<file path="src/core/xlat_pkg.sv">
// shared constants and carrier types for the page translator
package xlat_pkg;
   // control word bit positions
   localparam int PG_BIT   = 31;
   localparam int WIDE_BIT = 5;
   localparam int BIG_BIT  = 4;
   // entry bit positions
   localparam int PRES_BIT = 0;
   localparam int LPS_BIT  = 7;
   // feature query
   localparam logic [31:0] FEAT_LEAF = 32'h0000_0001;
   localparam int          FEAT_BIT  = 17;
   // address widths
   localparam int LIN_W = 48;
   localparam int PA_W  = 40;
   localparam int LEG_W = 32;
   localparam int XL_W  = 36;
   // table levels
   localparam logic [1:0] LV_TOP = 2'h3;
   localparam logic [1:0] LV_PTR = 2'h2;
   localparam logic [1:0] LV_DIR = 2'h1;
   localparam logic [1:0] LV_LEAF = 2'h0;

   typedef struct packed {
      logic [31:0] cw0;
      logic [31:0] cw4;
      logic        lm_req;
   } ctl_t;

   typedef struct packed {
      logic            valid;
      logic [PA_W-1:0] addr;
      logic            wide;
   } mrd_t;

   typedef struct packed {
      logic            done;
      logic [PA_W-1:0] phys;
      logic            pf;
      logic            gp;
   } res_t;

   typedef enum logic [1:0] {S_IDLE, S_ISSUE, S_WAIT} fsm_t;
endpackage

</file>
<file path="src/core/rsv_check.sv">
// reserved bit checker for one fetched table entry
`timescale 1ns/1ns
module rsv_check (
   input  wire logic [63:0] entry,
   input  wire logic [1:0]  lvl,
   input  wire logic        lm,
   input  wire logic        wide,
   input  wire logic        big,
   output logic             bad
);
   import xlat_pkg::*;
   logic ps;
   always_comb begin
      ps  = entry[LPS_BIT];
      bad = 1'b0;
      if (!(wide || big)) begin
         bad = 1'b0;
      end else if (lm) begin
         bad = entry[63] || (|entry[51:40]);
         if (lvl == LV_DIR && ps) begin
            bad = bad || (|entry[20:13]);
         end
      end else if (wide) begin
         bad = |entry[63:40];
         if (lvl == LV_PTR) begin
            bad = bad || (|entry[8:5]) || (|entry[2:1]);
         end else if (lvl == LV_DIR && ps) begin
            bad = bad || (|entry[20:13]);
         end
      end else begin
         bad = (lvl == LV_DIR) && ps && entry[21];
      end
   end
endmodule // rsv_check

</file>
<file path="src/core/page_xlat.sv">
// linear to physical page translation walker
`timescale 1ns/1ns
module page_xlat (
   input  wire logic                     clk,
   input  wire logic                     rstn,
   input  wire xlat_pkg::ctl_t           ctl,
   input  wire logic                     req_valid,
   input  wire logic [xlat_pkg::LIN_W-1:0] req_lin,
   input  wire logic [xlat_pkg::PA_W-1:0]  root_base,
   output logic                          req_ready,
   output xlat_pkg::mrd_t                mrd,
   input  wire logic                     mem_rsp_valid,
   input  wire logic [63:0]              mem_rsp_data,
   output xlat_pkg::res_t                res,
   output logic                          lm_active,
   input  wire logic                     feat_req,
   input  wire logic [31:0]              feat_leaf,
   output logic                          feat_valid,
   output logic [31:0]                   feat_result
);
   import xlat_pkg::*;

   typedef struct packed {
      fsm_t            fsm;
      logic [1:0]      lvl;
      logic [LIN_W-1:0] lin;
      logic [PA_W-1:0] base;
      logic            lm;
      logic            lm_req_d;
      logic            ready;
      mrd_t            mrd;
      res_t            res;
      logic            fv;
      logic [31:0]     fr;
   } st_t;

   st_t st_r;
   st_t st_nxt;

   logic        pg_on;
   logic        wide;
   logic        big;
   logic [63:0] ent;
   logic        bad;
   logic        ps;
   logic [PA_W-1:0] ent_addr;

   ////////////////////////////////////////////////////////////////////
   // control decode and entry view
   always_comb begin
      pg_on = ctl.cw0[PG_BIT];
      wide  = ctl.cw4[WIDE_BIT];
      big   = ctl.cw4[BIG_BIT];
      // narrow entries occupy the low word only
      ent   = (wide || st_r.lm) ? mem_rsp_data
                                : {32'h0000_0000, mem_rsp_data[31:0]};
      ps    = ent[LPS_BIT];
   end

   rsv_check u_rsv (
      .entry (ent),
      .lvl   (st_r.lvl),
      .lm    (st_r.lm),
      .wide  (wide),
      .big   (big),
      .bad   (bad)
   );

   ////////////////////////////////////////////////////////////////////
   // address of the entry for the current level
   always_comb begin
      ent_addr = '0;
      if (st_r.lm) begin
         // nine index bits per level, eight-byte entries
         case (st_r.lvl)
            LV_TOP:  ent_addr = {st_r.base[PA_W-1:12], st_r.lin[47:39], 3'h0};
            LV_PTR:  ent_addr = {st_r.base[PA_W-1:12], st_r.lin[38:30], 3'h0};
            LV_DIR:  ent_addr = {st_r.base[PA_W-1:12], st_r.lin[29:21], 3'h0};
            default: ent_addr = {st_r.base[PA_W-1:12], st_r.lin[20:12], 3'h0};
         endcase
      end else if (wide) begin
         case (st_r.lvl)
            LV_PTR:  ent_addr = {st_r.base[PA_W-1:5], st_r.lin[31:30], 3'h0};
            LV_DIR:  ent_addr = {st_r.base[PA_W-1:12], st_r.lin[29:21], 3'h0};
            default: ent_addr = {st_r.base[PA_W-1:12], st_r.lin[20:12], 3'h0};
         endcase
      end else begin
         case (st_r.lvl)
            LV_DIR:  ent_addr = {st_r.base[PA_W-1:12], st_r.lin[31:22], 2'h0};
            default: ent_addr = {st_r.base[PA_W-1:12], st_r.lin[21:12], 2'h0};
         endcase
      end
   end

   ////////////////////////////////////////////////////////////////////
   // next state
   always_comb begin
      st_nxt           = st_r;
      st_nxt.mrd.valid = 1'b0;
      st_nxt.res.done  = 1'b0;
      st_nxt.res.pf    = 1'b0;
      st_nxt.res.gp    = 1'b0;
      st_nxt.fv        = 1'b0;
      st_nxt.lm_req_d  = ctl.lm_req;

      // feature query answer
      if (feat_req) begin
         st_nxt.fv = 1'b1;
         st_nxt.fr = '0;
         if (feat_leaf == FEAT_LEAF) begin
            st_nxt.fr[FEAT_BIT] = 1'b1;
         end
      end

      // long mode activation
      if (ctl.lm_req && !st_r.lm_req_d) begin
         if (!wide) begin
            st_nxt.res.gp = 1'b1;
         end else begin
            st_nxt.lm = 1'b1;
         end
      end else if (!ctl.lm_req) begin
         st_nxt.lm = 1'b0;
      end

      case (st_r.fsm)
         S_IDLE: begin
            if (req_valid && st_r.ready) begin
               st_nxt.lin  = req_lin;
               st_nxt.base = root_base;
               if (!pg_on) begin
                  // paging off: physical is the low 32 linear bits, zero extended
                  st_nxt.res.done = 1'b1;
                  st_nxt.res.phys = {8'h00, req_lin[LEG_W-1:0]};
               end else begin
                  st_nxt.ready = 1'b0;
                  st_nxt.fsm   = S_ISSUE;
                  if (st_r.lm) begin
                     st_nxt.lvl = LV_TOP;
                  end else if (wide) begin
                     st_nxt.lvl = LV_PTR;
                  end else begin
                     st_nxt.lvl = LV_DIR;
                  end
               end
            end
         end
         S_ISSUE: begin
            st_nxt.mrd.valid = 1'b1;
            st_nxt.mrd.addr  = ent_addr;
            st_nxt.mrd.wide  = wide || st_r.lm;
            st_nxt.fsm       = S_WAIT;
         end
         S_WAIT: begin
            if (mem_rsp_valid) begin
               st_nxt.fsm = S_ISSUE;
               if (!ent[PRES_BIT]) begin
                  st_nxt.res.pf = 1'b1;
                  st_nxt.res.done = 1'b1;
               end else if (bad && st_r.lvl == LV_PTR) begin
                  st_nxt.res.gp = 1'b1;
                  st_nxt.res.done = 1'b1;
               end else if (bad) begin
                  st_nxt.res.pf = 1'b1;
                  st_nxt.res.done = 1'b1;
               end else if (st_r.lm || wide) begin
                  case (st_r.lvl)
                     LV_TOP: begin
                        st_nxt.base = {ent[39:12], 12'h000};
                        st_nxt.lvl  = LV_PTR;
                     end
                     LV_PTR: begin
                        st_nxt.base = st_r.lm ? {ent[39:12], 12'h000}
                                              : {4'h0, ent[35:12], 12'h000};
                        st_nxt.lvl  = LV_DIR;
                     end
                     LV_DIR: begin
                        if (ps) begin
                           // 2-MByte page, big_page_ext not consulted
                           st_nxt.res.phys = {ent[39:21], st_r.lin[20:0]};
                           st_nxt.res.done = 1'b1;
                        end else begin
                           st_nxt.base = {ent[39:12], 12'h000};
                           st_nxt.lvl  = LV_LEAF;
                        end
                     end
                     default: begin
                        // upper 16 linear bits used only by the long mode top and pointer indexes
                        st_nxt.res.phys = {ent[39:12], st_r.lin[11:0]};
                        st_nxt.res.done = 1'b1;
                     end
                  endcase
               end else begin
                  if (st_r.lvl == LV_DIR && big && ps) begin
                     // 14 base bits: 35:32 from entry 16:13, 31:22 from entry
                     st_nxt.res.phys = {4'h0, ent[16:13], ent[31:22],
                                        st_r.lin[21:0]};
                     st_nxt.res.done = 1'b1;
                  end else if (st_r.lvl == LV_DIR) begin
                     st_nxt.base = {8'h00, ent[31:12], 12'h000};
                     st_nxt.lvl  = LV_LEAF;
                  end else begin
                     st_nxt.res.phys = {8'h00, ent[31:12], st_r.lin[11:0]};
                     st_nxt.res.done = 1'b1;
                  end
               end
               if (st_nxt.res.done) begin
                  st_nxt.fsm   = S_IDLE;
                  st_nxt.ready = 1'b1;
               end
            end
         end
         default: begin
            st_nxt.fsm   = S_IDLE;
            st_nxt.ready = 1'b1;
         end
      endcase
   end

   ////////////////////////////////////////////////////////////////////
   // state register
   always_ff @(posedge clk) begin
      if (!rstn) begin
         st_r       <= '0;
         st_r.ready <= 1'b1;
      end else begin
         st_r <= st_nxt;
      end
   end

   always_comb begin
      req_ready   = st_r.ready;
      mrd         = st_r.mrd;
      res         = st_r.res;
      lm_active   = st_r.lm;
      feat_valid  = st_r.fv;
      feat_result = st_r.fr;
   end

   ////////////////////////////////////////////////////////////////////
   // checks
   logic acc;
   assign acc = req_valid && req_ready && st_r.fsm == S_IDLE;

   property p_no_paging;
      @(posedge clk) disable iff (!rstn)
      acc && !ctl.cw0[PG_BIT] |=> res.done && res.phys[31:0] == $past(req_lin[31:0]);
   endproperty
   a_no_paging: assert property (p_no_paging) else $error("paging off not bypassed");

   property p_lm_gp;
      @(posedge clk) disable iff (!rstn)
      ctl.lm_req && !$past(ctl.lm_req) && !ctl.cw4[WIDE_BIT] |=> res.gp && !lm_active;
   endproperty
   a_lm_gp: assert property (p_lm_gp) else $error("long mode without wide entries");

   property p_feat;
      @(posedge clk) disable iff (!rstn)
      feat_req && feat_leaf == FEAT_LEAF |=> feat_valid && feat_result[FEAT_BIT];
   endproperty
   a_feat: assert property (p_feat) else $error("feature bit missing");

   property p_one_fetch;
      @(posedge clk) disable iff (!rstn)
      mrd.valid |=> !mrd.valid;
   endproperty
   a_one_fetch: assert property (p_one_fetch) else $error("fetch held");

   property p_wide_rd;
      @(posedge clk) disable iff (!rstn)
      mrd.valid && (ctl.cw4[WIDE_BIT] || lm_active) |-> mrd.wide;
   endproperty
   a_wide_rd: assert property (p_wide_rd) else $error("narrow read of wide entry");

   property p_legacy_idx;
      @(posedge clk) disable iff (!rstn)
      acc && ctl.cw0[PG_BIT] && !ctl.cw4[WIDE_BIT] && !lm_active
      |=> ##1 mrd.valid && mrd.addr[11:2] == $past(req_lin[31:22], 2);
   endproperty
   a_legacy_idx: assert property (p_legacy_idx) else $error("bad directory index");

   property p_lm_idx;
      @(posedge clk) disable iff (!rstn)
      acc && ctl.cw0[PG_BIT] && lm_active
      |=> ##1 mrd.valid && mrd.addr[11:3] == $past(req_lin[47:39], 2);
   endproperty
   a_lm_idx: assert property (p_lm_idx) else $error("bad top index");

   property p_skip_top;
      @(posedge clk) disable iff (!rstn)
      acc && ctl.cw0[PG_BIT] && !lm_active |=> st_r.lvl != LV_TOP;
   endproperty
   a_skip_top: assert property (p_skip_top) else $error("top table walked");

   property p_done_pulse;
      @(posedge clk) disable iff (!rstn)
      res.done |=> !res.done;
   endproperty
   a_done_pulse: assert property (p_done_pulse) else $error("done held");

   c_big_page: cover property (@(posedge clk) disable iff (!rstn)
      res.done && !res.pf && res.phys[35:32] != 4'h0);
   c_lm_done: cover property (@(posedge clk) disable iff (!rstn)
      res.done && lm_active && !res.pf);
   c_pf: cover property (@(posedge clk) disable iff (!rstn) res.pf);
endmodule // page_xlat

</file>
<file path="config.mk">
export PLATFORM = sky130hd
export DESIGN_NAME = page_xlat
export DESIGN_NICKNAME = d
export VERILOG_FILES = /design/src/core/xlat_pkg.sv /design/src/core/rsv_check.sv /design/src/core/page_xlat.sv
export SDC_FILE = /design/constraint.sdc
export NUM_CORES = 1
export LEC_CHECK = 0
export ABC_AREA = 1
export BUFFER_PORTS_ARGS = -buffer_cell sky130_fd_sc_hd__buf_2
export CELL_PAD_IN_SITES_DETAIL_PLACEMENT = 0
export CELL_PAD_IN_SITES_GLOBAL_PLACEMENT = 1
export CORE_MARGIN = 3
export CORE_UTILIZATION = 37
export CTS_BUF_LIST = sky130_fd_sc_hd__clkbuf_8
export DETAILED_ROUTE_END_ITERATION = 16
export GPL_ROUTABILITY_DRIVEN = 0
export PLACE_DENSITY_LB_ADDON = 0.1
export SLEW_MARGIN = 15
export SYNTH_ARGS = -nofsm -noshare
export SYNTH_HDL_FRONTEND = slang
export SYNTH_SLANG_ARGS = --single-unit
</file>
<file path="constraint.sdc">
create_clock -name clk -period 4.1 [get_ports clk]
set_clock_uncertainty 0.2 [all_clocks]
set_input_delay 0.615 -clock clk [delete_from_list [all_inputs] [get_ports clk]]
set_output_delay 0.615 -clock clk [all_outputs]
set_load 0.01 [all_outputs]
</file>
Word level (Yosys, flattened, before mapping)

Index checks and enable logic that the tools add are counted.
W data, S select, Z words.

Divide/modulo/power cells: 0
Eq/ne operators: 23
Reduce and logical (&&, ||, !) cells: 31
Bitwise gates (word level): 1
Shifts and indexed selects: 0
Multiply operators: 0
$add $sub $neg: 0
Magnitude comparators: 0
Multiplexer cells: 74

Operators by type and width:

| cell                  | number |
|---|---|
| $mux W40              | 11 |
| $mux W41              | 7 |
| $pmux W41 S2          | 2 |
| $pmux W40 S3          | 1 |
| $mux W92              | 1 |
| $pmux W40 S2          | 1 |
| $mux W64              | 1 |
| $mux W43              | 1 |
| $mux W42              | 1 |
| $mux W12              | 3 |
| $pmux W12 S3          | 1 |
| $mux W33              | 1 |
| $eq A32 B1 Y1 const B | 1 |
| $mux W1               | 27 |
| $pmux W12 S2          | 1 |
| $reduce_or A24 Y1     | 1 |
| $reduce_and A10 Y1    | 2 |
| $mux W2               | 9 |
| $ne A2 B2 Y1 const B  | 8 |
| $pmux W2 S3           | 2 |
| $reduce_or A12 Y1     | 1 |
| $reduce_and A11 Y1    | 1 |
| $ne A3 B3 Y1 const B  | 3 |
| $mux W4               | 2 |
| 19 further kinds      | 40 |

Memories: 0
Memory bits (writable): 0
Output and inout port bits: 120
Input port bits: 254
Latch bits: 0
Word-level logic and storage cells: 145
Bits in read-only memories: 0
Flip-flop bits (word level): 182

Logic depth before layout (Yosys ltp)

Gate-level depths: netlist of run 1.

Depth after elaboration: 17
Mapped depth: 16
Mapped depth without buffers: 14

Modules after synthesis

A second synthesis of run 1 with hierarchy kept.

Cells, all modules: 1566
Area, all modules: 10058.4 um^2

By module, submodules not included:

| module    | times used | cells an instance | area each (um^2) | seq. area each (um^2) |
|---|---|---|---|---|
| page_xlat | 1          | 1513              | 9845.7           | 3503.4 |
| rsv_check | 1          | 53                | 212.7            | 0.0 |

Worst setup path before layout of run 1

OpenSTA, ideal clock, no wires.

Path type: flip-flop to flip-flop
Start: register st_r[210] (netlist name)
End: register st_r (netlist bit res[24])
Buffers on the path: 2
Clock period less this slack: 2220 ps
Data required time: 3787 ps
Data arrival time: 1907 ps
Setup slack: 1880 ps
Stages on the path, launching flop included: 15
Setup time: 113 ps
Cell sequence: dfxtp_1 -> inv_1 -> ha_1 -> buf_2 -> nand2_1 -> inv_1 -> nor2_1 -> nor2_1 -> nor2_4 -> clkinv_1 -> buf_2 -> nand4_1 -> nand2_1 -> nor2_1 -> nor2_1

Longest elaborated chain between the ends: 10
Elaborated cells on any way between the ends: 29
Classes of those cells: eq/ne: 8; mux: 14; reduce/logical: 7

Ends and longest elaborated chain:

| item                                                                | RTL line                           | RTL |
|---|---|---|
| from (decl)                                                         | page_xlat.sv:37                    | `st_t st_r;` |
| from (signal assigned)                                              | page_xlat.sv:227                   | `st_r <= st_nxt;` |
| $eq A2 B1 Y1                                                        | n/a                                |  |
| $logic_and A1 B1 Y1, on equally long branches                       | n/a                                |  |
| $mux W1 / $logic_and A1 B1 Y1 (equally long branches)               | rsv_check.sv:27, page_xlat.sv:194  |  |
| $mux W1 / $mux W41 (equally long branches)                          | rsv_check.sv:25, page_xlat.sv:194  |  |
| $mux W1 / $mux W41 (equally long branches)                          | rsv_check.sv:23, page_xlat.sv:166  |  |
| $mux W1 / $mux W40 (equally long branches)                          | rsv_check.sv:18, page_xlat.sv:163  |  |
| $mux W1 / $mux W41 (equally long branches)                          | rsv_check.sv:16, page_xlat.sv:160  |  |
| $logic_and A1 B1 Y1 / $mux W40 (equally long branches)              | page_xlat.sv:160, page_xlat.sv:157 |  |
| $ne A2 B2 Y1 (no line) / $mux W43 (equally long branches)           | n/a                                |  |
| $reduce_and A10 Y1 (no line) / $pmux W41 S2 (equally long branches) | n/a                                |  |

Parallel ways exist; a longest one is shown, timed or not. The select of a mux whose other input is x is not followed.
A chain may end at the register's enable or synchronous reset.

Final worst setup path of run 1

Start: register st_r (netlist bit lm_active)
End: register st_r (netlist bit res[3])

Longest elaborated chain between the ends: 12
Elaborated cells on any way between the ends: 28
Classes of those cells: eq/ne: 5; mux: 13; reduce/logical: 10

Ends and longest elaborated chain:

| item                                                 | RTL line                          | RTL |
|---|---|---|
| $logic_or A1 B1 Y1                                   | page_xlat.sv:55, page_xlat.sv:166 |  |
| $mux W64                                             | page_xlat.sv:55                   | `ent = (wide \|\| st_r.lm) ? mem_rsp_data` |
| $reduce_or A24 Y1                                    | rsv_check.sv:24                   | `bad = \|entry[63:40];` |
| $logic_or A1 B1 Y1, on equally long branches         | rsv_check.sv:28, rsv_check.sv:26  |  |
| $mux W1 / $logic_or A1 B1 Y1 (equally long branches) | rsv_check.sv:27, rsv_check.sv:26  |  |
| $mux W1                                              | rsv_check.sv:25                   | `if (lvl == LV_PTR) begin` |
| $mux W1                                              | rsv_check.sv:23                   | `end else if (wide) begin` |
| $mux W1                                              | rsv_check.sv:18                   | `end else if (lm) begin` |
| $mux W1                                              | rsv_check.sv:16                   | `if (!(wide \|\| big)) begin` |
| $logic_and A1 B1 Y1                                  | page_xlat.sv:160                  | `end else if (bad && st_r.lvl == LV_PTR) begin` |
| $ne A2 B2 Y1 (no line)                               | n/a                               |  |
| $reduce_and A10 Y1 (no line)                         | n/a                               |  |

Parallel ways exist; a longest one is shown, timed or not. The select of a mux whose other input is x is not followed.

==> results of run 1 <==
-- Yosys cell counts, drive strengths merged --
library cell	number	area, um^2
nand3b	1	7.510
o22ai	6	37.54
and2	1	6.260
dfxtp	175	3503
o221ai	12	105.1
nor4	8	50.05
or2	1	6.260
clkinv	6	22.52
nand3	34	170.2
a2111oi	1	8.760
a41oi	3	26.28
ha	5	62.56
nand2	315	1187
o211ai	13	97.59
nor2	244	925.9
a22o	10	87.58
nor3	10	50.05
o32ai	2	17.52
a32o	1	10.01
clkbuf	54	202.7
a211oi	4	30.03
buf	145	1022
o21ai	147	739.5
o21bai	3	22.52
inv	145	544.3
nand4	23	143.9
conb	1	3.750
a21oi	82	414.2
-- metrics by stage --
stage,hold slack [ns],total power [mW]
after floorplan,0.2063,2.721
after global placement,0.2147,2.998
after detailed placement,0.2178,3.007
after CTS,0.1387,4.397
after global routing,0.1598,4.608
final,0.1673,4.344
-- cells by family after synthesis --
kind of cell | share of synthesized area (%)
simple gates | 26.80
other cells | 0.03945
compound gates | 16.80
fa+ha+maj | 0.6582
flops | 36.86
buf+inv | 18.85
-- metal layers --
metal	global-route usage, %	up-vias
met1	30.52	4169
li1	-	4756
met3	3.571	39
met4	7.281	2
met5	0	-
met2	36.39	270
-- tightest hold or removal path, cell delays in order --
cell    delay, ns
buf_2        0.07
nor2_1       0.03
nor2_1       0.08
-- registers in the layout, indices dropped and copies added (netlist names) --
name	cells
st_r	88
feat_valid	1
feat_result	1
req_ready	1
res	43
lm_active	1
mrd	40
-- placed cells by master (no fill, tap or decap), drive strengths merged, types with 2 or more instances in the layout --
cell type and instances:
a211oi 4, o221ai 12, nand4 23, ha 5, bufinv 3, clkinv 6, a22o 10, clkinvlp 2
o211ai 13, nor3 10, buf 288, o32ai 2, nor4 8, nor2 244, a21oi 82, inv 154
clkbuf 18, o21ai 147, nand3 34, nand2 315, diode 2, dfxtp 175, a41oi 3, o22ai 6
conb 33, o21bai 3
-- power by group --
group	internal [mW]	switching [mW]	total (mW)
Sequential	1.86	0.0699	1.93
Combinational	0.347	0.688	1.03
Clock	0.645	0.734	1.38
Total	2.85	1.49	4.34
-- final timing paths --
path          startpoint        end  slack, ns  cells past startpoint
min          req_lin[44]  st_r[205]       0.17                      3
min reg2reg    st_r[119]  lm_active       0.24                      1
max            lm_active     res[3]       0.92                     15
max reg2reg    lm_active     res[3]       0.92                     15
-- final cells by class --
cell class | count | area, um^2
sequential | 175 | 3503
clock inverter | 14 | 191.4
fill | 2790 | 14400
tap | 330 | 412.9
multi-input combinational | 959 | 4348
timing repair buffer | 288 | 1504
clock buffer | 18 | 247.7
antenna | 2 | 5.005
inverter | 151 | 566.8
==> reports/metrics.csv, run 1 <==
stage,metric,value,unit
status,run status,"finished, final reports clean",
cts,clk_lat worst skew,0.46,ns
final_layout,area grow syn2layout,13.40,%
final_layout,layout cell share with drive strength beyond 1,21.00,%
final_layout,Final Core Density,42.81,%
synth,Yosys warning count,0,
route,DR vias,9236,
critical_path,CP dominant cell by count,nand2_1,
route,Via density,4.768,
cts,cts bufs inserted,17,
place,hpwl dp,23580,um
grt,largest net degree at the start of global routing,71,
timing,"Setup violations, final",0,
critical_path,Slowest Stage Delay on Critical Path,0.71,ns
cts,root buf cell,clkbuf_8,
cts,total clock sinks,175,
cts,maximum root-to-sink buffer count,2,
synth,"Seq/Total Area, Yosys",36.86,%
timing,final hold violations,0,
cts,"Hold-fix buffers, CTS",0,
grt,vias in the first global route,8709,
synth,Mapped Area,9505,um^2
timing,max_slew headroom,42.32,%
final_layout,nets,1851,
place,Port Buffers,269,
grt,grt total ovfl,0,
min_path,Worst Hold Class,in2reg,
cts,Worst-path clk slew,0.11,ns
synth,register bit count reported by yosys,175,
route,metal3 WL,1679,um
synth,Cell variety after synth,38,
synth,Syn Area/Cell,6.546,um^2
critical_path,crit-path cells,inv_1 -> o21ai_1 -> o21ai_1 -> nand2_1 -> nand2_1 -> nand3_1 -> nand2_1 -> nand2_1 -> a21oi_2 -> buf_4 -> nand2_2 -> buf_4 -> nand2_1 -> nand2_1 -> nor2_1,
floorplanning,die area,27650,um^2
pwr,Lkg Pwr,5.465,nW
critical_path,critical path class,reg2reg,
route,DRC viols,0,
critical_path,CP max FO,69,
critical_path,critical path launch point type,flop,
timing,RSZ-0062 raised after global routing,no,
place,"worst slack, placed",0.7804,ns
final_layout,final instance area,10780,um^2
floorplanning,Die Ht,166.3,um
route,routed length on met1,14910,um
route,final WL,32330,um
flow_run,Max Cap Viol,0,
pwr,VDD IR max,0.0002247,V
timing,final critical-path required period,3.175,ns
synth,Syn Inst Count,1452,
place,placed instance count,1903,
route,Routed Antenna Nets,0,
cts,H-tree depth,4,
floorplanning,core area,25180,um^2
place,dpl cell area,10330,um^2
grt,total track usage,22.38,%
timing,Final TNS setup,0,ns
route,DR pass1 iterations,5,
critical_path,crit path buf inv count,3,
floorplanning,Site Rows,58,
critical_path,Worst path top cell family by delay,buffers and inverters,
route,top sig layer,met5,
grt,first-pass GRT wire length,48960,um
floorplanning,Die X,166.3,um
final_layout,post-route insts no fill,1937,
floorplanning,# IOs,374,
critical_path,crit end category,flop,
route,DR iter-0 viols,637,
grt,initial antenna violation count,3,
timing,Least-Margin Pin Slew,0.8639,ns
floorplanning,Initial Util,37.75,%
cts,CTS tree,built,
route,met2 wire len,15010,um
timing,fin. max-slew vios,0,
critical_path,worst endpoint data arrival time,3.35,ns
timing,Final WS setup,0.9248,ns
route,per-cell routed wire length,16.69,um
critical_path,"Req. time, crit path",4.27,ns
cts,CTS resizes,0,
timing,fmax,0.3149,GHz
cts,postcts setup bufs,0,
critical_path,slowest CP cell,dfxtp_1,
pwr,P per Cell Area,403.0,nW/um^2
timing,fin crit share,77.44,%
Power figures use the tool's default switching activity.
==> inputs of run 2 (changes only) <==
Settings changed: ABC_AREA 1 to 0, CORE_UTILIZATION 37 to 35.
Clock period 4.1 ns to 3.2 ns, I/O delays scaled along.
==> reports/metrics.csv, run 2 <==
stage,metric,value,unit
critical_path,Worst R2R Path Depth,10,
route,final WL,31210,um
final_layout,post-route insts no fill,1620,
timing,hold_ws,0.05077,ns
timing,"Setup violations, final",0,
critical_path,CP max FO,48,
route,per-cell routed wire length,19.27,um
synth,Cell variety after synth,59,
synth,Mapped Area,9101,um^2
final_layout,"most common cell after layout, fill and taps aside",buf_2,
synth,fraction of registers with async set/reset,0,%
timing,max_slew headroom,62.11,%
timing,fmax,0.3564,GHz
final_layout,final instance area,10490,um^2
cts,postcts setup bufs,0,
final_layout,layout cell share with drive strength beyond 1,27.75,%
final_layout,area grow syn2layout,15.21,%
place,placed instance count,1588,
synth,ranking of synthesized cells by area,"dfxtp_1, buf_4, nand2_1",
status,run status,"finished, final reports clean",
cts,Worst-path clk slew,0.11,ns
pwr,P per Cell Area,456.9,nW/um^2
cts,total clock sinks,175,
floorplanning,core area,25400,um^2
cts,root buf cell,clkbuf_8,
synth,Yosys top cell by area,dfxtp_1,
final_layout,flip-flop count of the largest register after layout,88,
final_layout,most frequent cells in the layout,"buf_2, nand2_1, dfxtp_1, a21boi_0, o21ai_0",
synth,register bit count reported by yosys,175,
route,DRC viols,0,
timing,final hold violations,0,
place,dpl cell area,10080,um^2
cts,H-tree depth,4,
route,top sig layer,met5,
route,metal3 WL,2006,um
min_path,WHS Path Cells,3,
critical_path,"Req. time, crit path",3.37,ns
route,DR pass1 iterations,7,
synth,Yosys warning count,0,
final_layout,Fillers,2720,
synth,post-synth top area share,38.49,%
cts,cts bufs inserted,17,
grt,grt total ovfl,0,
final_layout,nets,1536,
cts,CTS resizes,0,
timing,fin crit share,87.69,%
floorplanning,Site Rows,58,
cts,clk_lat worst skew,0.46,ns
critical_path,worst endpoint data arrival time,2.98,ns
route,routed length on met1,13650,um
cts,CTS tree,built,
flow_run,Max Cap Viol,0,
final_layout,ant diodes,0,
critical_path,critical path class,reg2reg,
timing,fin. max-slew vios,0,
final_layout,Final Core Density,41.28,%
synth,number of synthesized flops with an enable pin,0,
synth,most common cell in the netlist,nand2_1,
route,Routed Antenna Nets,0,
pwr,Lkg Pwr,4.651,nW
synth,commonest cells in the synthesized netlist,"nand2_1, dfxtp_1, buf_4",
place,"worst slack, placed",0.1547,ns
grt,first-pass GRT wire length,47490,um
place,Port Buffers,269,
floorplanning,Initial Util,35.83,%
min_path,Worst Hold Class,in2reg,
grt,vias in the first global route,8044,
floorplanning,Die Ht,167.3,um
route,DR vias,8445,
place,hpwl dp,23150,um
final_layout,"Most flops, register",st_r,
floorplanning,die area,27970,um^2
pwr,VDD IR max,0.0002156,V
grt,initial antenna violation count,3,
cts,maximum root-to-sink buffer count,2,
pwr,Total Power Consumption,4.791,mW
synth,Syn Area/Cell,8.061,um^2
cts,"Hold-fix buffers, CTS",0,
critical_path,crit end category,flop,
synth,Syn Inst Count,1129,
timing,Final WS setup,0.3940,ns
synth,"Seq/Total Area, Yosys",38.49,%
critical_path,critical path launch point type,flop,
route,met2 wire len,14860,um
timing,Least-Margin Pin Slew,0.5683,ns
floorplanning,Die X,167.3,um
route,DR iter-0 viols,613,
timing,Final TNS setup,0,ns
grt,largest net degree at the start of global routing,87,
timing,RSZ-0062 raised after global routing,no,
grt,total track usage,21.48,%
route,Via density,5.213,
timing,final critical-path required period,2.806,ns
floorplanning,# IOs,374,
synth,Synth Flop Type,dfxtp_1,
==> run 2: critical path, cell delays in order, from the launching register on <==
cell     delay (ns)
dfxtp_1        0.40
inv_1          0.11
ha_1           0.28
nand2_1        0.18
a21oi_1        0.06
a221o_1        0.39
o22ai_2        0.24
a41o_2         0.36
buf_12         0.25
nand2_1        0.10
o211a_1        0.13
==> run 2: area by class of cell <==
cell class | instances | area [um^2] | share of cell area (%)
repair buffers | 303 | 1654 | 15.78
inverters | 6 | 22.52 | 0.2148
clock buffers | 18 | 247.7 | 2.363
well taps | 330 | 412.9 | 3.938
flip-flops and latches | 175 | 3503 | 33.41
clock inverters | 14 | 160.2 | 1.527
multi-input cells | 774 | 4484 | 42.77
==> run 2: logic make-up (layout without fill, tap and decap cells) <==
group | Yosys count | in the layout | synth area share (%)
DFF | 175 | 175 | 38.49
and+or+nand+nor | 385 | 385 | 18.34
AOI/OAI and AO/OA | 343 | 343 | 27.41
adders and majority gates | 5 | 5 | 0.6874
muxes | 8 | 8 | 0.9486
other | 1 | 33 | 0.04120
buffers and inverters | 212 | 341 | 14.08
==> run 2: final timing paths <==
check | from | end | slack (ns)
worst max-delay path | st_r[210] | st_r[146] | 0.39
worst min-delay path | root_base[10] | st_r[131] | 0.05
worst max register to register | st_r[210] | st_r[146] | 0.39
worst min register to register | res[19] | res[19] | 0.25
==> run 2: power by group <==
group	switching [mW]	total [mW]	internal [mW]
clock network	0.928	1.61	0.678
registers	0.0827	2.38	2.30
logic	0.483	0.805	0.323
==> run 2: metal layers <==
layer  vias to the layer above  GRT usage (%)
met2                       311          36.75
li1                       4136              -
met3                        38          4.816
met4                         6          5.834
met1                      3954          27.44
met5                         -              0
==> inputs of run 3 (changes only) <==
Settings changed: CAP_MARGIN set to 25, CELL_PAD_IN_SITES_DETAIL_PLACEMENT 0 to 1.
==> reports/metrics.csv, run 3 (same netlist as run 2, synthesis figures left out) <==
stage,metric,value,unit
critical_path,"Req. time, crit path",3.40,ns
pwr,sw frac,29.45,%
timing,"Setup violations, final",0,
route,DR vias,8612,
route,DR iter-0 viols,444,
timing,Final TNS setup,0,ns
critical_path,critical path class,reg2reg,
floorplanning,die area,27970,um^2
grt,grt total ovfl,0,
timing,fin crit share,89.18,%
cts,H-tree depth,4,
cts,CTS resizes,0,
critical_path,worst endpoint data arrival time,3.05,ns
place,hpwl dp,24280,um
pwr,Clock Power Share,35.8,%
critical_path,slowest CP cell,a21oi_4,
final_layout,"Most flops, register",st_r,
critical_path,Slowest Stage Delay on Critical Path,0.48,ns
timing,Least-Margin Pin Slew,0.5548,ns
floorplanning,Die Ht,167.3,um
timing,Final WS setup,0.3462,ns
floorplanning,# IOs,374,
timing,RSZ-0062 raised after global routing,no,
grt,largest net degree at the start of global routing,87,
pwr,VDD IR max,0.0002383,V
floorplanning,core area,25400,um^2
cts,postcts setup bufs,0,
route,final WL,32450,um
timing,final critical-path required period,2.854,ns
pwr,combinational power share,16.3,%
route,DR pass1 iterations,9,
timing,max_slew headroom,63.01,%
route,DRC viols,0,
final_layout,flip-flop count of the largest register after layout,88,
pwr,Seq pwr share,47.9,%
final_layout,layout cell share with drive strength beyond 1,27.70,%
cts,total clock sinks,175,
timing,fmax,0.3504,GHz
cts,"Hold-fix buffers, CTS",0,
pwr,P per Cell Area,472.4,nW/um^2
critical_path,crit end category,flop,
place,"worst slack, placed",0.1452,ns
pwr,Internal Pwr Total,3.509,mW
cts,root buf cell,clkbuf_8,
floorplanning,Die X,167.3,um
grt,total track usage,22.52,%
route,Via density,5.313,
min_path,Worst Hold Class,in2reg,
grt,vias in the first global route,8599,
route,per-cell routed wire length,20.02,um
cts,clk_lat worst skew,0.46,ns
final_layout,nets,1536,
floorplanning,Initial Util,35.83,%
cts,maximum root-to-sink buffer count,2,
final_layout,"most common cell after layout, fill and taps aside",buf_2,
critical_path,critical path launch point type,flop,
cts,cts bufs inserted,17,
status,run status,"finished, final reports clean",
flow_run,Max Cap Viol,0,
grt,initial antenna violation count,5,
pwr,switching pwr,1.465,mW
critical_path,crit-path cells,inv_1 -> ha_1 -> nand2b_1 -> a21oi_1 -> a221o_1 -> o22ai_2 -> a21oi_4 -> buf_12 -> buf_4 -> nand2_1 -> a21boi_1,
grt,first-pass GRT wire length,49860,um
critical_path,CP max FO,23,
timing,final hold violations,0,
place,Port Buffers,269,
floorplanning,Site Rows,58,
cts,Worst-path clk slew,0.11,ns
final_layout,area grow syn2layout,15.69,%
timing,fin. max-slew vios,0,
final_layout,most frequent cells in the layout,"buf_2, nand2_1, dfxtp_1, a21boi_0, o21ai_0",
cts,CTS tree,built,
pwr,Lkg Pwr,4.670,nW
route,Routed Antenna Nets,0,
## run 3: cell types whose count changed in the layout (fill, tap and decap cells not counted)
cell       before  now
clkinv_2        0    1
inv_8           4    2
diode_2         0    2
bufinv_16       1    4
clkinv_8        1    0
clkinv_4        3    1
## run 3: layout make-up
class	count	area, um^2
tap	330	412.9
clock buffer	18	247.7
multi-input combinational	774	4484
inverter	6	22.52
clock inverter	13	198.9
timing repair buffer	303	1654
sequential	175	3503
fill	3188	14870
antenna	2	5.005
## run 3: critical path, delay by kind of cell, from the launching register on
kind,cells,cell delay (ns)
adder cells (fa/ha/maj),1,0.31
AO/OA/AOI/OAI,5,1.08
flip-flops,1,0.43
buffers and inverters,3,0.52
AND/OR/NAND/NOR,2,0.24
## run 3: per-stage QoR
| step | hold WS [ns] | power (mW) | utilization (%) | area, um^2 | cells |
|---|---|---|---|---|---|
| finish | 0.04668 | 4.974 | 41.45 | 10530 | 1621 |
| detailed placement | 0.2415 | 3.249 | 39.67 | 10080 | 1588 |
| floorplan | 0.2281 | 2.945 | - | 9221 | 1161 |
| global route | 0.02472 | 5.234 | 41.45 | 10530 | 1621 |
| global placement | 0.2380 | 3.235 | 39.67 | 10080 | 1588 |
| CTS | 0.01258 | 5.054 | 41.43 | 10520 | 1619 |
## run 3: power by group through the flow
stage / clock network (mW) / registers [mW] / logic (mW)
3_5_place_dp: 0 / 2.43 / 0.819
3_3_place_gp: 0 / 2.43 / 0.808
4_1_cts: 1.85 / 2.38 / 0.822
6_report: 1.78 / 2.38 / 0.812
5_1_grt: 1.93 / 2.40 / 0.909
2_1_floorplan: 0 / 2.40 / 0.546
## run 3: path summary, 6_finish.rpt
| path | cells after the start | start | slack [ns] | to |
|---|---|---|---|---|
| min reg2reg | 2 | res[20] | 0.25 | res[20] |
| max | 11 | st_r[209] | 0.35 | res[15] |
| max reg2reg | 11 | st_r[209] | 0.35 | res[15] |
| min | 3 | root_base[6] | 0.05 | st_r[127] |
## run 3: per-layer routing
metal	wire, um	track usage [%]
met3	2208	5.146
met5	41	0
met2	15780	39.20
met4	684	5.905
met1	13730	28.20
